===== config.mk =====
export PLATFORM = sky130hd
export DESIGN_NAME = ldc_regs
export DESIGN_NICKNAME = d
export VERILOG_FILES = /design/src/hw/ldc_pkg.sv /design/src/hw/ldc_step_if.sv /design/src/hw/ldc_step_timer.sv /design/src/hw/ldc_regs.sv
export SDC_FILE = /design/constraint.sdc
export NUM_CORES = 1
export LEC_CHECK = 0
export ABC_AREA = 1
export BUFFER_PORTS_ARGS = -buffer_cell sky130_fd_sc_hd__clkbuf_2
export CELL_PAD_IN_SITES_DETAIL_PLACEMENT = 2
export CELL_PAD_IN_SITES_GLOBAL_PLACEMENT = 2
export CORE_MARGIN = 3
export CORE_UTILIZATION = 36
export CTS_BUF_LIST = sky130_fd_sc_hd__clkbuf_4 sky130_fd_sc_hd__clkbuf_8
export DETAILED_ROUTE_END_ITERATION = 10
export GPL_TIMING_DRIVEN = 0
export HOLD_SLACK_MARGIN = 0.1
export MAX_ROUTING_LAYER = met4
export PLACE_DENSITY = 0.94
export SETUP_SLACK_MARGIN = 0.5
export SLEW_MARGIN = 20
export SYNTH_ARGS = -nofsm -noshare
export SYNTH_HDL_FRONTEND = slang
export SYNTH_SLANG_ARGS = --single-unit

===== constraint.sdc =====
create_clock -name core_clk_in -period 2.6 [get_ports core_clk_in]
set_input_delay 0.52 -clock core_clk_in [delete_from_list [all_inputs] [get_ports core_clk_in]]
set_output_delay 0.52 -clock core_clk_in [all_outputs]
set_load 0.05 [all_outputs]

===== src/hw/ldc_pkg.sv =====
// Package of register offsets, field positions, reset values and timing counts for the LED driver control block.
`default_nettype none
package ldc_pkg;
  // ==========================================================================
  // Register map
  localparam logic [7:0] LDC_ADDR_CONFIG = 8'h07;
  localparam logic [7:0] LDC_ADDR_LEVEL = 8'h08;
  // ==========================================================================
  // Configuration fields
  localparam int LDC_CFG_MODE_HI = 6;
  localparam int LDC_CFG_MODE_LO = 5;
  localparam int LDC_CFG_SLOW_EDGE = 4;
  localparam int LDC_CFG_DOUBLE_FS = 3;
  localparam int LDC_CFG_STEP_HI = 2;
  localparam logic [7:0] LDC_CONFIG_RESET = 8'h0f;
  localparam logic [7:0] LDC_CONFIG_WMASK = 8'h7f;
  localparam logic [7:0] LDC_LEVEL_RESET = 8'h00;
  localparam logic [1:0] LDC_MODE_BOTH = 2'h0;
  localparam logic [1:0] LDC_MODE_FIRST = 2'h1;
  localparam logic [1:0] LDC_MODE_HV_BOOST = 2'h2;
  localparam logic [1:0] LDC_MODE_EXT_SUPPLY = 2'h3;
  // ==========================================================================
  // Gradation timing
  localparam int LDC_CLK_HZ = 10_000_000;
  localparam int LDC_STEP0_NS = 56_000;
  localparam int LDC_STEP1_NS = 912_000;
  localparam int LDC_STEP7_NS = 58_368_000;
  localparam int LDC_STEP0_CYC = LDC_STEP0_NS / (1_000_000_000 / LDC_CLK_HZ);
  localparam int LDC_STEP1_CYC = LDC_STEP1_NS / (1_000_000_000 / LDC_CLK_HZ);
  localparam int LDC_STEP7_CYC = LDC_STEP7_NS / (1_000_000_000 / LDC_CLK_HZ);
endpackage
`default_nettype wire


===== src/hw/ldc_step_if.sv =====
// Interface joining the ramp engine to its step-time divider.
`default_nettype none
interface ldc_step_if;
  logic [2:0] code;
  logic tick;
  modport owner (output code, input tick);
  modport timer (input code, output tick);
endinterface
`default_nettype wire


===== src/hw/ldc_step_timer.sv =====
// Divider that issues one enable pulse per gradation step interval.
`default_nettype none
module ldc_step_timer #(
  parameter int STEP0_CYC = ldc_pkg::LDC_STEP0_CYC,
  parameter int STEP1_CYC = ldc_pkg::LDC_STEP1_CYC
) (
  input wire logic core_clk_in,
  input wire logic rst_n_in,
  ldc_step_if.timer step
);
  localparam int CW = 24;
  // The longest interval is the code-1 count shifted left by six, and it must fit the counter.
  if (STEP0_CYC < 1 || STEP1_CYC < 1 || (STEP1_CYC * 128) >= (1 << CW)) begin : g_bad_counts
    $error("ldc_step_timer: step counts out of range");
  end
  // ==========================================================================
  // Interval decode
  function automatic logic [CW-1:0] ldc_interval(input logic [2:0] code);
    if (code == 3'h0) begin
      return CW'(STEP0_CYC);
    end
    return CW'(STEP1_CYC) << (code - 3'h1);
  endfunction
  logic [CW-1:0] cnt_r, cnt_nxt;
  logic tick_r, tick_nxt;
  always_comb begin
    cnt_nxt = cnt_r + CW'(1);
    tick_nxt = 1'b0;
    if (cnt_r >= ldc_interval(step.code) - CW'(1)) begin
      cnt_nxt = '0;
      tick_nxt = 1'b1;
    end
  end
  always_ff @(posedge core_clk_in or negedge rst_n_in) begin
    if (!rst_n_in) begin
      cnt_r <= '0;
      tick_r <= 1'b0;
    end else begin
      cnt_r <= cnt_nxt;
      tick_r <= tick_nxt;
    end
  end
  assign step.tick = tick_r;
endmodule // ldc_step_timer
`default_nettype wire


===== src/hw/ldc_regs.sv =====
// Register bank and current gradation engine of the LED driver control block.
`default_nettype none
module ldc_regs #(
  parameter int STEP0_CYC = ldc_pkg::LDC_STEP0_CYC,
  parameter int STEP1_CYC = ldc_pkg::LDC_STEP1_CYC
) (
  input wire logic core_clk_in,
  input wire logic rst_n_in,
  input wire logic wr_en_in,
  input wire logic rd_en_in,
  input wire logic [7:0] addr_in,
  input wire logic [7:0] wdata_in,
  output logic [7:0] rdata_out,
  output logic rvalid_out,
  output logic led_enable_out,
  output logic first_string_out,
  output logic second_string_out,
  output logic hv_boost_out,
  output logic boost_power_out,
  output logic slow_edge_out,
  output logic double_full_scale_out,
  output logic [7:0] applied_level_out,
  output logic ramp_busy_out
);
  // ==========================================================================
  // Parameter check
  // A one-cycle step would move the applied level on back-to-back edges.
  // The busy flag and the one-step-per-interval promise cannot follow that, so it is refused.
  if (STEP0_CYC < 2 || STEP1_CYC < 2) begin : g_bad_step
    $error("ldc_regs: step counts below two cycles are not supported");
  end
  // ==========================================================================
  // Decode helpers
  function automatic logic ldc_is_boost(input logic [1:0] mode_sel);
    return mode_sel == ldc_pkg::LDC_MODE_HV_BOOST;
  endfunction
  // ==========================================================================
  // Step timer
  // The divider free-runs, so the first step after a rewrite may come up to one interval late.
  // That costs one interval of latency and saves a restart path on every write.
  ldc_step_if step_bus();
  ldc_step_timer #(.STEP0_CYC(STEP0_CYC), .STEP1_CYC(STEP1_CYC)) u_timer (
    .core_clk_in(core_clk_in),
    .rst_n_in(rst_n_in),
    .step(step_bus)
  );
  // ==========================================================================
  // Write path
  // Bit 7 is masked on entry, so it can never steer anything and reads back as zero.
  logic [7:0] config_r;
  logic [7:0] config_nxt;
  logic [7:0] level_r;
  logic [7:0] level_nxt;
  always_comb begin
    config_nxt = config_r;
    level_nxt = level_r;
    if (wr_en_in && addr_in == ldc_pkg::LDC_ADDR_CONFIG) begin
      config_nxt = wdata_in & ldc_pkg::LDC_CONFIG_WMASK;
    end
    if (wr_en_in && addr_in == ldc_pkg::LDC_ADDR_LEVEL) begin
      level_nxt = wdata_in;
    end
  end
  always_ff @(posedge core_clk_in or negedge rst_n_in) begin
    if (!rst_n_in) begin
      config_r <= ldc_pkg::LDC_CONFIG_RESET;
      level_r <= ldc_pkg::LDC_LEVEL_RESET;
    end else begin
      config_r <= config_nxt;
      level_r <= level_nxt;
    end
  end
  assign step_bus.code = config_r[ldc_pkg::LDC_CFG_STEP_HI:0];
  // ==========================================================================
  // Read path
  // A read in the same cycle as a write to the same byte returns the old value.
  logic [7:0] rdata_r;
  logic [7:0] rdata_nxt;
  logic rvalid_r;
  logic rvalid_nxt;
  always_comb begin
    rvalid_nxt = rd_en_in;
    rdata_nxt = 8'h00;
    if (rd_en_in) begin
      case (addr_in)
        ldc_pkg::LDC_ADDR_CONFIG: rdata_nxt = config_r;
        ldc_pkg::LDC_ADDR_LEVEL: rdata_nxt = level_r;
        default: rdata_nxt = 8'h00;
      endcase
    end
  end
  always_ff @(posedge core_clk_in or negedge rst_n_in) begin
    if (!rst_n_in) begin
      rdata_r <= 8'h00;
      rvalid_r <= 1'b0;
    end else begin
      rdata_r <= rdata_nxt;
      rvalid_r <= rvalid_nxt;
    end
  end
  // ==========================================================================
  // Gradation
  // The ramp moves only on a timer tick, so a rewrite in mid-ramp turns it around at the next step.
  logic [1:0] mode;
  logic [7:0] target;
  logic [7:0] applied_r;
  logic [7:0] applied_nxt;
  logic busy_r;
  logic busy_nxt;
  always_comb begin
    mode = config_r[ldc_pkg::LDC_CFG_MODE_HI:ldc_pkg::LDC_CFG_MODE_LO];
    // Boost mode uses the feedback pin, so the target is forced to zero and the level ramps down to it.
    target = ldc_is_boost(mode) ? 8'h00 : level_r;
    applied_nxt = applied_r;
    if (step_bus.tick && applied_r < target) begin
      applied_nxt = applied_r + 8'h01;
    end else if (step_bus.tick && applied_r > target) begin
      applied_nxt = applied_r - 8'h01;
    end
    busy_nxt = applied_nxt != target;
  end
  always_ff @(posedge core_clk_in or negedge rst_n_in) begin
    if (!rst_n_in) begin
      applied_r <= 8'h00;
      busy_r <= 1'b0;
    end else begin
      applied_r <= applied_nxt;
      busy_r <= busy_nxt;
    end
  end
  // ==========================================================================
  // Output decode
  // The enable, string and boost power pins are registered from the next ramp value, so they change on the same edge as the level.
  logic en_r;
  logic en_nxt;
  logic first_r;
  logic first_nxt;
  logic second_r;
  logic second_nxt;
  logic hv_r;
  logic hv_nxt;
  logic bpwr_r;
  logic bpwr_nxt;
  logic slow_r;
  logic slow_nxt;
  logic dfs_r;
  logic dfs_nxt;
  always_comb begin
    en_nxt = !ldc_is_boost(mode) && (applied_nxt != 8'h00);
    hv_nxt = 1'b0;
    bpwr_nxt = 1'b1;
    first_nxt = 1'b1;
    second_nxt = 1'b1;
    case (mode)
      ldc_pkg::LDC_MODE_BOTH: hv_nxt = 1'b0;
      ldc_pkg::LDC_MODE_FIRST: second_nxt = 1'b0;
      ldc_pkg::LDC_MODE_HV_BOOST: begin
        hv_nxt = 1'b1;
        first_nxt = 1'b0;
        second_nxt = 1'b0;
      end
      ldc_pkg::LDC_MODE_EXT_SUPPLY: bpwr_nxt = 1'b0;
      default: hv_nxt = 1'b0;
    endcase
    first_nxt = first_nxt & en_nxt;
    second_nxt = second_nxt & en_nxt;
    // The boost stage stays powered in boost mode even though no string is regulated.
    bpwr_nxt = bpwr_nxt & (en_nxt | hv_nxt);
    slow_nxt = config_r[ldc_pkg::LDC_CFG_SLOW_EDGE];
    dfs_nxt = config_r[ldc_pkg::LDC_CFG_DOUBLE_FS];
  end
  always_ff @(posedge core_clk_in or negedge rst_n_in) begin
    if (!rst_n_in) begin
      en_r <= 1'b0;
      hv_r <= 1'b0;
      bpwr_r <= 1'b0;
      first_r <= 1'b0;
      second_r <= 1'b0;
      slow_r <= ldc_pkg::LDC_CONFIG_RESET[ldc_pkg::LDC_CFG_SLOW_EDGE];
      dfs_r <= ldc_pkg::LDC_CONFIG_RESET[ldc_pkg::LDC_CFG_DOUBLE_FS];
    end else begin
      en_r <= en_nxt;
      hv_r <= hv_nxt;
      bpwr_r <= bpwr_nxt;
      first_r <= first_nxt;
      second_r <= second_nxt;
      slow_r <= slow_nxt;
      dfs_r <= dfs_nxt;
    end
  end
  // ==========================================================================
  // Outputs
  assign rdata_out = rdata_r;
  assign rvalid_out = rvalid_r;
  assign led_enable_out = en_r;
  assign first_string_out = first_r;
  assign second_string_out = second_r;
  assign hv_boost_out = hv_r;
  assign boost_power_out = bpwr_r;
  assign slow_edge_out = slow_r;
  assign double_full_scale_out = dfs_r;
  assign applied_level_out = applied_r;
  assign ramp_busy_out = busy_r;
endmodule // ldc_regs
`default_nettype wire


==> metrics.cfg, run 1 <==
[run_status]
status = aborted with a tool error
failing_step = global routing (5_1_grt)
error_line = [ERROR DPL-0033] detailed placement checks failed during check placement.

[floorplanning]
ioPinCount = 45
rows = 37
start_util_pct = 37.6
die_width_um = 110
die_h_um = 110

[yosys]
yosysWarnings = 0
synth_top_area_share_pct = 37.6
yosys-top-cells-area = dfrtp_1, nand2_1, ha_1
synth_area_leader_cell = dfrtp_1
yosys.cell_types.count = 37
ys_seq_elements = 64
synthCells = 500
synth_area_mm2 = 0.00393
synth_sequential_area_ratio_pct = 40.9
synth.avg_cell_area_um2 = 7.86

[global_route]
antenna_found_initial = 1
grt_max_degree = 46

[clock_network]
root_buffer = clkbuf_8
cts-buffers-inserted = 9
clockBufferDepth = 2
cts.sinks = 64
htreeDepth = 3

[timing]
worst_endpoint_kind = register data pin
crit_endpoint = boost_power_out$_DFF_PN0_/D

[placed_design]
dpl.hpwl_um = 10900
port_buffers = 44
dpl.cell_count = 684
gp_congestion = 0.813

## repair_timing
item	in CTS
setup buffers	28
endpoints found under the setup margin	37
gates resized for setup	139
gates cloned	4
pin swaps	32
hold buffers	1
endpoints found under the hold margin	19
## cell usage after synthesis
library cell	instances
dfrtp_1	59
a31o_2	1
nor3_1	11
nor4_1	2
o21ai_0	9
xnor3_1	1
nand2_2	1
xor2_1	9
buf_4	2
xnor2_1	9
nor2_1	57
nand3_1	33
o22ai_1	1
clkinv_1	1
o221ai_1	1
nor2_2	6
conb_1	1
buf_2	3
nand4_1	11
o21ai_1	1
nand2_1	133
a21oi_1	20
o31ai_1	1
inv_2	2
nand3b_1	4
inv_1	65
clkbuf_1	2
nor3_2	1
dfstp_2	5
o21a_1	1
nand4_2	1
ha_1	31
mux2_2	10
nand3_2	2
o211ai_1	1
a21oi_2	1
o21bai_1	1
## per-stage QoR
stage / util, % / area [µm²] / worst slack, ns
2_1_floorplan: - / 3970 / 0.331
3_3_place_gp: 41.7 / 4360 / -0.0428
3_5_place_dp: 42.0 / 4390 / -0.308
4_1_cts: 51.6 / 5400 / 0.00300
## cells by family after synthesis
| family | Yosys count | share of synthesized area, % |
|---|---|---|
| mux | 10 | 2.87 |
| simple gates | 262 | 28.8 |
| fa+ha+maj | 31 | 9.87 |
| buf+inv | 75 | 7.45 |
| other cells | 1 | 0.0954 |
| flops | 64 | 40.9 |
| xor+xnor | 19 | 4.59 |
| compound gates | 38 | 5.41 |
==> run 2, diff against run 1 <==
==> config.mk (replaced) <==
export PLATFORM = sky130hd
export DESIGN_NAME = ldc_regs
export DESIGN_NICKNAME = d
export VERILOG_FILES = /design/src/hw/ldc_pkg.sv /design/src/hw/ldc_step_if.sv /design/src/hw/ldc_step_timer.sv /design/src/hw/ldc_regs.sv
export SDC_FILE = /design/constraint.sdc
export NUM_CORES = 1
export LEC_CHECK = 0
export ABC_AREA = 1
export BUFFER_PORTS_ARGS = -buffer_cell sky130_fd_sc_hd__clkbuf_2
export CORE_MARGIN = 3
export CORE_UTILIZATION = 40
export DETAILED_ROUTE_END_ITERATION = 10
export GPL_TIMING_DRIVEN = 0
export PLACE_DENSITY_LB_ADDON = 0.15
export SLEW_MARGIN = 20
export SYNTH_ARGS = -nofsm -noshare
export SYNTH_HDL_FRONTEND = slang
export SYNTH_SLANG_ARGS = --single-unit
==> run 2 against run 1 <==
The run now ends clean. Area after synthesis unchanged. Synthesized cell count unchanged.
==> metrics.cfg, run 2 <==
[routing]
wl_um = 9420
via_count = 3405
drc_errors = 0
dr.pass1.iters = 4
drtAntennaViolNets = 0
dr.first_iter.drc_count = 145
wl_per_cell_um = 13.4
vias_per_cell = 4.84

[power]
ir_drop_v = 0.000481
swShare_pct = 44.1
power_switching_w = 0.00193
p_leak_nw = 2.47
p_int_w = 0.00245
pwr_density_cell_mw_per_mm2 = 884
p_clk_share_pct = 22.4
p_seq_share_pct = 32.8
p_comb_share_pct = 44.8

[floorplanning]
ioPinCount = 45  ; unchanged
rows = 35  ; -5.4%
die_h_um = 105  ; -4.9%
start_util_pct = 41.9  ; +4.4 points
die-area_mm2 = 0.0110
die_width_um = 105  ; -4.9%
coreArea_mm2 = 0.00937

[final_layout]
drive_gt1_share_pct = 29.1
largest_reg_flops = 24
final_common_cell = nand2_1
area_growth_pct = 26.3
fin_nets = 620
top_register = u_timer.cnt_r
insertedDiodeCount = 0
final_cell_mix = nand2_1, dfrtp_1, inv_1, nor2_1, clkbuf_2
fillerInstances = 925
postLayoutCoreUtil_pct = 53.0

[setup_path]
critPathCaptureType = flop
reg2reg_from = config_r[6]
cp.depth = 17
max_stage_delay_ns = 0.42
r2r-end = ramp_busy_out
cp.arrival_ns = 2.76
crit_path_cell_trace = ha_4, nor2_4, inv_2, ha_4, nand2_4, nor2_4, nand4_4, buf_6, inv_2, a21oi_2, nand2_2, nand2_2, nand2_1, nand2_1, nand3b_1, nor2_1, nand2_1
start_kind = flop
path_max_fanout = 8
crit_family = simple AND/OR/NAND/NOR gates
crit_top_cell = nand2_1
cp_num_buf_inv = 3
reg2reg_depth = 17
rrSetupSlack_ns = 0.07
critPathSlowestCell = dfrtp_1
critPathKind = flop to flop
cp_data_required_time_ns = 2.83

[timing]
timing.fmax_ghz = 0.396
whs_ns = 0.125
hold_viol_final = 0
skew_ns = 0.0105
drv_slew = 0
min_period_over_period_pct = 97.2
tightest_slew_ns = 0.505
final.setup.tns_ns = 0
setup_viol = 0
fin_crit_ns = 2.53
slew_headroom_pct = 66.1
rsz0062_at_grt = true

[global_route]
grt_pass1_vias = 3323
grt_first_pass_wirelength_um = 16000
antenna_found_initial = 0
grt-ovfl-total = 0
grt_usage_pct = 17.8
busiest_layer = met2
met1_usage_pct = 23.4
grt_max_degree = 37
grt_util_met3_pct = 3.52
met2_usage_pct = 29.7

[yosys]
ys_seq_elements = 64  ; unchanged
yosys-top-cells-area = dfrtp_1, nand2_1, ha_1
synth_top_area_share_pct = 37.6  ; unchanged
synth_area_leader_cell = dfrtp_1
synth_area_mm2 = 0.00393  ; unchanged
synth.avg_cell_area_um2 = 7.86  ; unchanged
yosysWarnings = 0  ; unchanged
synth_most_common_cell = nand2_1
synth_edf_count = 0  ; unchanged
async_flop_share_pct = 100  ; unchanged
synthCells = 500  ; unchanged
synth_sequential_area_ratio_pct = 40.9  ; unchanged
synth_common_cells = nand2_1, inv_1, dfrtp_1
yosys.cell_types.count = 37  ; unchanged
synth_ff_type = dfrtp_1

[clock_network]
cts.sinks = 64  ; unchanged
ctsHoldBuffers = 0  ; -1
cts_tree = built
clk_pin_slew_worst_paths_ns = 0.08
htreeDepth = 3  ; unchanged
root_buffer = clkbuf_8
clockBufferDepth = 2  ; unchanged
clkLatencyLatePin_ns = 0.34
cts-buffers-inserted = 9  ; unchanged

[placed_design]
port_buffers = 44  ; unchanged
gp_congestion = 0.842  ; +3.5%
dpl.hpwl_um = 7040  ; -36%

[run_status]
status = complete, no violations

[hold_path]
hold_class = primary input to async pin

[flow_run]
drv_cap = 0

## run 2: metal layers
metal  wire, µm  share of wire [%]  vias up
li1           -                  -     1748
met1       4300                 46     1601
met2       4710                 50       47
met3        287                3.0        9
met4        119                1.3        0
met5          0                  0        -
## run 2: power by group through the flow
stage | Sequential [W] | Combinational [W] | Clock [W]
after floorplan | 0.00164 | 0.000946 | 0
after global placement | 0.00143 | 0.00153 | 0
after detailed placement | 0.00143 | 0.00157 | 0
after CTS | 0.00141 | 0.00168 | 0.00101
after global routing | 0.00148 | 0.00219 | 0.00106
final | 0.00144 | 0.00197 | 0.000982
## run 2: worst max-delay path by stage
stage	start	end	slack, ns
final	config_r[6]	ramp_busy_out	0.07
after global routing	config_r[6]	ramp_busy_out	-0.11
after CTS	config_r[5]	second_string_out	0.01
after detailed placement	config_r[5]	second_string_out	-0.31
after global placement	config_r[5]	second_string_out	-0.26
after floorplan	config_r[6]	boost_power_out	0.22
## run 2: layout make-up
cell class	instances	area, µm²	share of cell area, %
timing repair buffer	54	314	6.33
inverter	68	268	5.39
sequential	64	1610	32.4
clock inverter	6	91.3	1.84
tap	129	161	3.25
clock buffer	10	138	2.77
buffer	7	43.8	0.882
multi-input combinational	365	2340	47.1
## run 2: per-stage QoR
| stage | area [µm²] | total power [W] | std cells | setup slack (ns) |
|---|---|---|---|---|
| after floorplan | 3940 | 0.00259 | 503 | 0.219 |
| after global placement | 4320 | 0.00296 | 676 | -0.263 |
| after detailed placement | 4340 | 0.00300 | 677 | -0.308 |
| after CTS | 4650 | 0.00411 | 694 | 0.0148 |
| after global routing | 4960 | 0.00473 | 703 | -0.112 |
| final | 4960 | 0.00439 | 703 | 0.0733 |
## run 2: logic make-up (layout without fill, tap and decap cells)
kind of cell / count (synthesis) / count (layout) / share of synthesized area, %
xor+xnor: 19 / 19 / 4.59
fa+ha+maj: 31 / 31 / 9.87
simple gates: 262 / 263 / 28.8
flops: 64 / 64 / 40.9
other cells: 1 / 4 / 0.0954
mux: 10 / 10 / 2.87
compound gates: 38 / 38 / 5.41
buf+inv: 75 / 145 / 7.45
## run 2: repair_timing
| action | 4_1_cts | 5_1_grt |
|---|---|---|
| pin swaps | 1 | 28 |
| gates resized for setup | 17 | 68 |
| setup buffers | 1 | 8 |
| cloned | 0 | 1 |
| setup endpoints to repair | 24 | 24 |
Power figures use the tool's default switching activity.
==> run 3, diff against run 2 <==
--- a/config.mk
+++ b/config.mk
@@ -11,8 +11,8 @@
 export CORE_UTILIZATION = 40
 export DETAILED_ROUTE_END_ITERATION = 10
 export GPL_TIMING_DRIVEN = 0
-export PLACE_DENSITY_LB_ADDON = 0.15
-export SLEW_MARGIN = 20
+export PLACE_DENSITY = 0.64
+export RECOVER_POWER = 50
 export SYNTH_ARGS = -nofsm -noshare
 export SYNTH_HDL_FRONTEND = slang
 export SYNTH_SLANG_ARGS = --single-unit
==> run 3 against run 2 <==
Maximum frequency is 2.6% lower. Total power up 5.7%. Cell area is 2.6% higher. Utilization up 1.4 points. Critical endpoint is now boost_power_out. Highest routed layer unchanged.
==> metrics.cfg, run 3 (same netlist as run 2, synthesis figures left out) <==
[run_status]
status = complete, no violations

[hold_path]
hold_class = primary input to flop

[setup_path]
critPathKind = flop to flop
path_max_fanout = 7  ; -1
cp_data_required_time_ns = 2.84  ; about the same
start_kind = flop
critPathCaptureType = flop
cp.arrival_ns = 2.83  ; +0.07 ns

[final_layout]
drive_gt1_share_pct = 31.5  ; +2.4 points
top_register = u_timer.cnt_r
largest_reg_flops = 24  ; unchanged
area_growth_pct = 29.6
final_common_cell = nand2_1
final_cell_mix = nand2_1, dfrtp_1, inv_1, nor2_1, clkbuf_2
fin_nets = 631  ; +1.8%
insertedDiodeCount = 0  ; unchanged

[floorplanning]
ioPinCount = 45  ; unchanged
start_util_pct = 41.9  ; unchanged
rows = 35  ; unchanged
die_h_um = 105  ; unchanged
die-area_mm2 = 0.0110  ; unchanged
coreArea_mm2 = 0.00937  ; unchanged
die_width_um = 105  ; unchanged

[timing]
whs_ns = 0.293  ; +0.168 ns
final.setup.tns_ns = 0  ; unchanged
slew_headroom_pct = 40.9  ; -25 points
drv_slew = 0  ; unchanged
min_period_over_period_pct = 99.7  ; +2.6 points
skew_ns = 0.0153  ; +0.00486 ns
timing.fmax_ghz = 0.386  ; -2.6%
tightest_slew_ns = 0.886  ; +0.381 ns
fin_crit_ns = 2.59  ; +0.0667 ns
hold_viol_final = 0  ; unchanged
setup_viol = 0  ; unchanged
rsz0062_at_grt = true

[clock_network]
htreeDepth = 3  ; unchanged
clk_pin_slew_worst_paths_ns = 0.09  ; about the same
cts-buffers-inserted = 9  ; unchanged
root_buffer = clkbuf_8
cts_tree = built
clkLatencyLatePin_ns = 0.35  ; about the same
cts.sinks = 64  ; unchanged
ctsHoldBuffers = 0  ; unchanged
clockBufferDepth = 2  ; unchanged

[global_route]
grt_pass1_vias = 3407  ; +2.5%
grt_usage_pct = 16.9  ; -0.91 points
antenna_found_initial = 0  ; unchanged
grt_first_pass_wirelength_um = 15300  ; -4.2%
grt_max_degree = 65  ; +76%
grt-ovfl-total = 0  ; unchanged

[routing]
vias_per_cell = 4.91  ; +1.4%
wl_um = 9280  ; -1.5%
dr.first_iter.drc_count = 109  ; -25%
drtAntennaViolNets = 0  ; unchanged
wl_per_cell_um = 13.0  ; -3.0%
dr.pass1.iters = 4  ; unchanged
drc_errors = 0  ; unchanged
via_count = 3506  ; +3.0%

[power]
pwr_density_cell_mw_per_mm2 = 911  ; +3.1%
p_leak_nw = 2.55  ; +3.1%
ir_drop_v = 0.000390  ; -19%

[placed_design]
gp_congestion = 0.835  ; -0.76%
port_buffers = 44  ; unchanged
dpl.hpwl_um = 6630  ; -5.7%

[flow_run]
drv_cap = 0  ; unchanged

==> run 3: timing repair <==
item	in CTS	in global routing
pin swaps	12	28
resized for setup	39	62
endpoints found under the setup margin	12	24
hold endpoints to repair	0	0
buffers inserted	11	12
==> run 3: worst max-delay path, cell delays in order (launching register included) <==
cell	delay, ns
dfrtp_1	0.43
ha_4	0.25
nor2_4	0.14
inv_2	0.06
ha_4	0.26
nand2_2	0.05
inv_2	0.08
nand2_2	0.06
nand2_2	0.09
nand2_4	0.08
buf_12	0.13
nand3_4	0.13
buf_6	0.12
nand2_4	0.04
nand2_1	0.06
nand2_1	0.06
nand2_2	0.09
nand2_2	0.06
nor2_2	0.11
nand2_2	0.08
nand3_2	0.06
nand2_1	0.06
==> run 3: path summary, 6_finish.rpt <==
kind,from,to,slack (ns),cells after the start
min,rd_en_in,rvalid_out,0.29,1
min reg2reg,config_r[3],double_full_scale_out,0.39,0
max,config_r[6],boost_power_out,0.007,21
min in group asynchronous,rst_n_in,applied_level_out[6],0.31,1
max in group asynchronous,rst_n_in,applied_level_out[4],1.70,1
max reg2reg,config_r[6],boost_power_out,0.007,21
==> run 3: stage by stage <==
| step | setup slack (ns) | total power (W) | instance area (µm²) | cells | util (%) |
|---|---|---|---|---|---|
| detailed placement | -0.279 | 0.00299 | 4320 | 676 | 46.1 |
| CTS | 0.00678 | 0.00430 | 4800 | 702 | 51.3 |
| floorplan | 0.219 | 0.00259 | 3940 | 503 | - |
| global route | -0.127 | 0.00496 | 5090 | 714 | 54.3 |
| finish | 0.00662 | 0.00464 | 5090 | 714 | 54.3 |
| global placement | -0.226 | 0.00295 | 4320 | 676 | 46.1 |
==> run 3: layout make-up <==
class | instances | area, µm²
repair buffers | 67 | 419
clock buffers | 9 | 124
clock inverters | 7 | 103
well taps | 129 | 161
flip-flops and latches | 64 | 1610
fillers | 869 | 4280
inverters | 68 | 268
plain buffers | 6 | 46.3
multi-input cells | 364 | 2360
==> run 3: layer usage <==
metal / vias to the layer above / wire, µm / GRT usage, %
met5: - / 0 / 0
met4: 0 / 197 / 6.37
met3: 16 / 331 / 3.27
met2: 68 / 4830 / 30.0
met1: 1656 / 3920 / 20.1
li1: 1766 / - / -
==> run 3: where the power goes <==
group	leakage, nW	switching [W]	internal, W
combinational	1.62	0.00133	0.000886
clock	0.110	0.000431	0.000550
sequential	0.821	0.000266	0.00118
total	2.55	0.00202	0.00261
==> run 4, diff against run 3 <==
--- a/config.mk
+++ b/config.mk
@@ -7,12 +7,15 @@
 export LEC_CHECK = 0
 export ABC_AREA = 1
 export BUFFER_PORTS_ARGS = -buffer_cell sky130_fd_sc_hd__clkbuf_2
+export CAP_MARGIN = 0
+export CORE_ASPECT_RATIO = 0.9
 export CORE_MARGIN = 3
 export CORE_UTILIZATION = 40
 export DETAILED_ROUTE_END_ITERATION = 10
 export GPL_TIMING_DRIVEN = 0
 export PLACE_DENSITY = 0.64
 export RECOVER_POWER = 50
+export SLEW_MARGIN = 20
 export SYNTH_ARGS = -nofsm -noshare
 export SYNTH_HDL_FRONTEND = slang
 export SYNTH_SLANG_ARGS = --single-unit
==> run 4 against run 3 <==
The run now ends with capacitance limit, slew limit left. Utilization down 1.5 points. Die area about the same. Clock-buffer cell count rose by 1. Combinational power fell by 9.5%. Routed wire length rose by 1.0%. Maximum frequency increased by 2.7%. Non-clock buffer count decreased by 13. Worst setup slack improved by 0.069 ns. Hold slack improved by 0.0084 ns. First-iteration DRC count is 71% higher. Critical endpoint is now ramp_busy_out.
==> metrics.cfg, run 4 (same netlist as run 2, synthesis figures left out) <==
[run_status]
status = finished, violations left
violations = capacitance limit, slew limit

[routing]
wl_per_cell_um = 13.5  ; +3.6%
dr.pass1.iters = 5  ; +1
dr.first_iter.drc_count = 186  ; +71%
via_count = 3474  ; -0.91%
drc_errors = 0  ; unchanged
vias_per_cell = 4.99  ; +1.6%
wl_um = 9370  ; +1.0%
drtAntennaViolNets = 0  ; unchanged

[floorplanning]
rows = 33  ; -5.7%
die-area_mm2 = 0.0110  ; about the same
die_h_um = 100  ; -4.8%
die_width_um = 110  ; +5.1%
ioPinCount = 45  ; unchanged
coreArea_mm2 = 0.00933  ; -0.43%
start_util_pct = 42.1  ; +0.18 points

[flow_run]
drv_cap = 1  ; +1

[timing]
timing.fmax_ghz = 0.396  ; +2.7%
rsz0062_at_grt = true
tightest_slew_ns = 1.72  ; +0.838 ns
fin_crit_ns = 2.52  ; -0.0689 ns
drv_slew = 30  ; +30
min_period_over_period_pct = 97.1  ; -2.7 points
hold_viol_final = 0  ; unchanged
setup_viol = 0  ; unchanged
fin_ws_ns = 0.0755  ; +0.0689 ns
final.setup.tns_ns = 0  ; unchanged
skew_ns = 0.00916  ; -0.00618 ns
slew_headroom_pct = -15.0  ; -56 points

[global_route]
grt_usage_pct = 16.6  ; -0.29 points
grt-ovfl-total = 0  ; unchanged
grt_max_degree = 36  ; -45%
grt_pass1_vias = 3267  ; -4.1%
antenna_found_initial = 0  ; unchanged
grt_first_pass_wirelength_um = 15100  ; -1.1%

[setup_path]
critPathCaptureType = flop
path_max_fanout = 7  ; unchanged
cp_data_required_time_ns = 2.84  ; about the same
rrSetupSlack_ns = 0.08  ; +0.07 ns
critPathKind = flop to flop
reg2reg_from = config_r[6]
start_kind = flop
reg2reg_depth = 16  ; -24%
r2r-end = ramp_busy_out
cp.arrival_ns = 2.76  ; -0.07 ns

[power]
pwr_density_cell_mw_per_mm2 = 879  ; -3.5%
p_leak_nw = 2.45  ; -3.8%
power.total_w = 0.00434  ; -6.5%
ir_drop_v = 0.000675  ; +73%

[hold_path]
hold_depth = 1  ; unchanged
whs_endpoint = rvalid_out
hold_start = rd_en_in
hold_class = primary input to flop

[final_layout]
largest_reg_flops = 24  ; unchanged
top_register = u_timer.cnt_r
final_cell_area_mm2 = 0.00493  ; -3.1%
final_common_cell = nand2_1
insertedDiodeCount = 0  ; unchanged
area_growth_pct = 25.6
postLayoutCoreUtil_pct = 52.9  ; -1.5 points
drive_gt1_share_pct = 28.7  ; -2.7 points
final_cell_mix = nand2_1, dfrtp_1, inv_1, nor2_1, clkbuf_2
fin_nets = 620  ; -1.7%

[clock_network]
cts_tree = built
root_buffer = clkbuf_8
cts-buffers-inserted = 9  ; unchanged
htreeDepth = 3  ; unchanged
clockBufferDepth = 2  ; unchanged
cts.sinks = 64  ; unchanged
clkLatencyLatePin_ns = 0.34  ; about the same
clk_pin_slew_worst_paths_ns = 0.08  ; about the same

[placed_design]
dpl_worst_slack_ns = -0.217  ; +0.0623 ns
dpl_cell_area_mm2 = 0.00434  ; +0.26%
dpl.hpwl_um = 6680  ; +0.69%
port_buffers = 44  ; unchanged
gp_congestion = 0.855  ; +2.4%

run 4: cell types whose count changed in the layout (fill, tap and decap cells not counted), moves of 3 or more:
cell	before	now
inv_4	0	3
nor2_1	45	48
nand2_1	98	104
nand2_2	28	25
buf_6	5	0
buf_4	21	11
run 4: layer usage:
| metal | global-route usage [%] | vias up | wire, µm |
|---|---|---|---|
| met3 | 3.80 | 18 | 382 |
| met4 | 5.11 | 0 | 138 |
| met2 | 26.8 | 91 | 4530 |
| met5 | 0 | - | 0 |
| met1 | 22.4 | 1617 | 4320 |
| li1 | - | 1748 | - |
run 4: timing repair:
item	CTS	global route
gates resized for setup	14	72
gates cloned	0	2
hold buffers	0	0
setup endpoints to repair	23	24
setup buffers	1	7
pin swaps	1	22
run 4: where the power goes:
group	total (W)	leakage (nW)	internal, W	switching, W
clock network	0.000888	0.0989	0.000472	0.000416
logic	0.00200	1.53	0.000695	0.00131
registers	0.00145	0.821	0.00118	0.000269
run 4: worst max path at each step:
| stage | startpoint | depth (start not counted) | endpoint |
|---|---|---|---|
| after floorplan | config_r[6] | 20 | boost_power_out |
| after global placement | config_r[5] | 18 | second_string_out |
| after detailed placement | config_r[5] | 17 | ramp_busy_out |
| after CTS | config_r[6] | 16 | ramp_busy_out |
| after global routing | config_r[5] | 19 | led_enable_out |
| final | config_r[6] | 16 | ramp_busy_out |
run 4: area by class of cell:
cell class | count | area [µm²]
fill | 877 | 4400
inverter | 68 | 268
buffer | 7 | 43.8
sequential | 64 | 1610
clock buffer | 10 | 138
clock inverter | 6 | 67.6
tap | 122 | 153
timing repair buffer | 53 | 298
multi-input combinational | 366 | 2360
run 4: metrics by stage:
stage / instances / hold WS (ns)
final: 696 / 0.301
after CTS: 687 / 0.147
after global routing: 696 / 0.280
after floorplan: 503 / 0.224
after detailed placement: 670 / 0.365
after global placement: 669 / 0.364
run 4: critical path, stage by stage, from the launching register on:
cell	delay [ns]
dfrtp_1	0.42
ha_4	0.24
inv_6	0.10
nand2_2	0.09
ha_4	0.28
nand2_2	0.05
nor2_4	0.21
nand2_4	0.12
nand3_4	0.15
inv_4	0.07
buf_4	0.13
nand2_1	0.11
nand2_1	0.09
nand2_1	0.06
nand3b_1	0.09
nor2_2	0.14
nand2_1	0.06
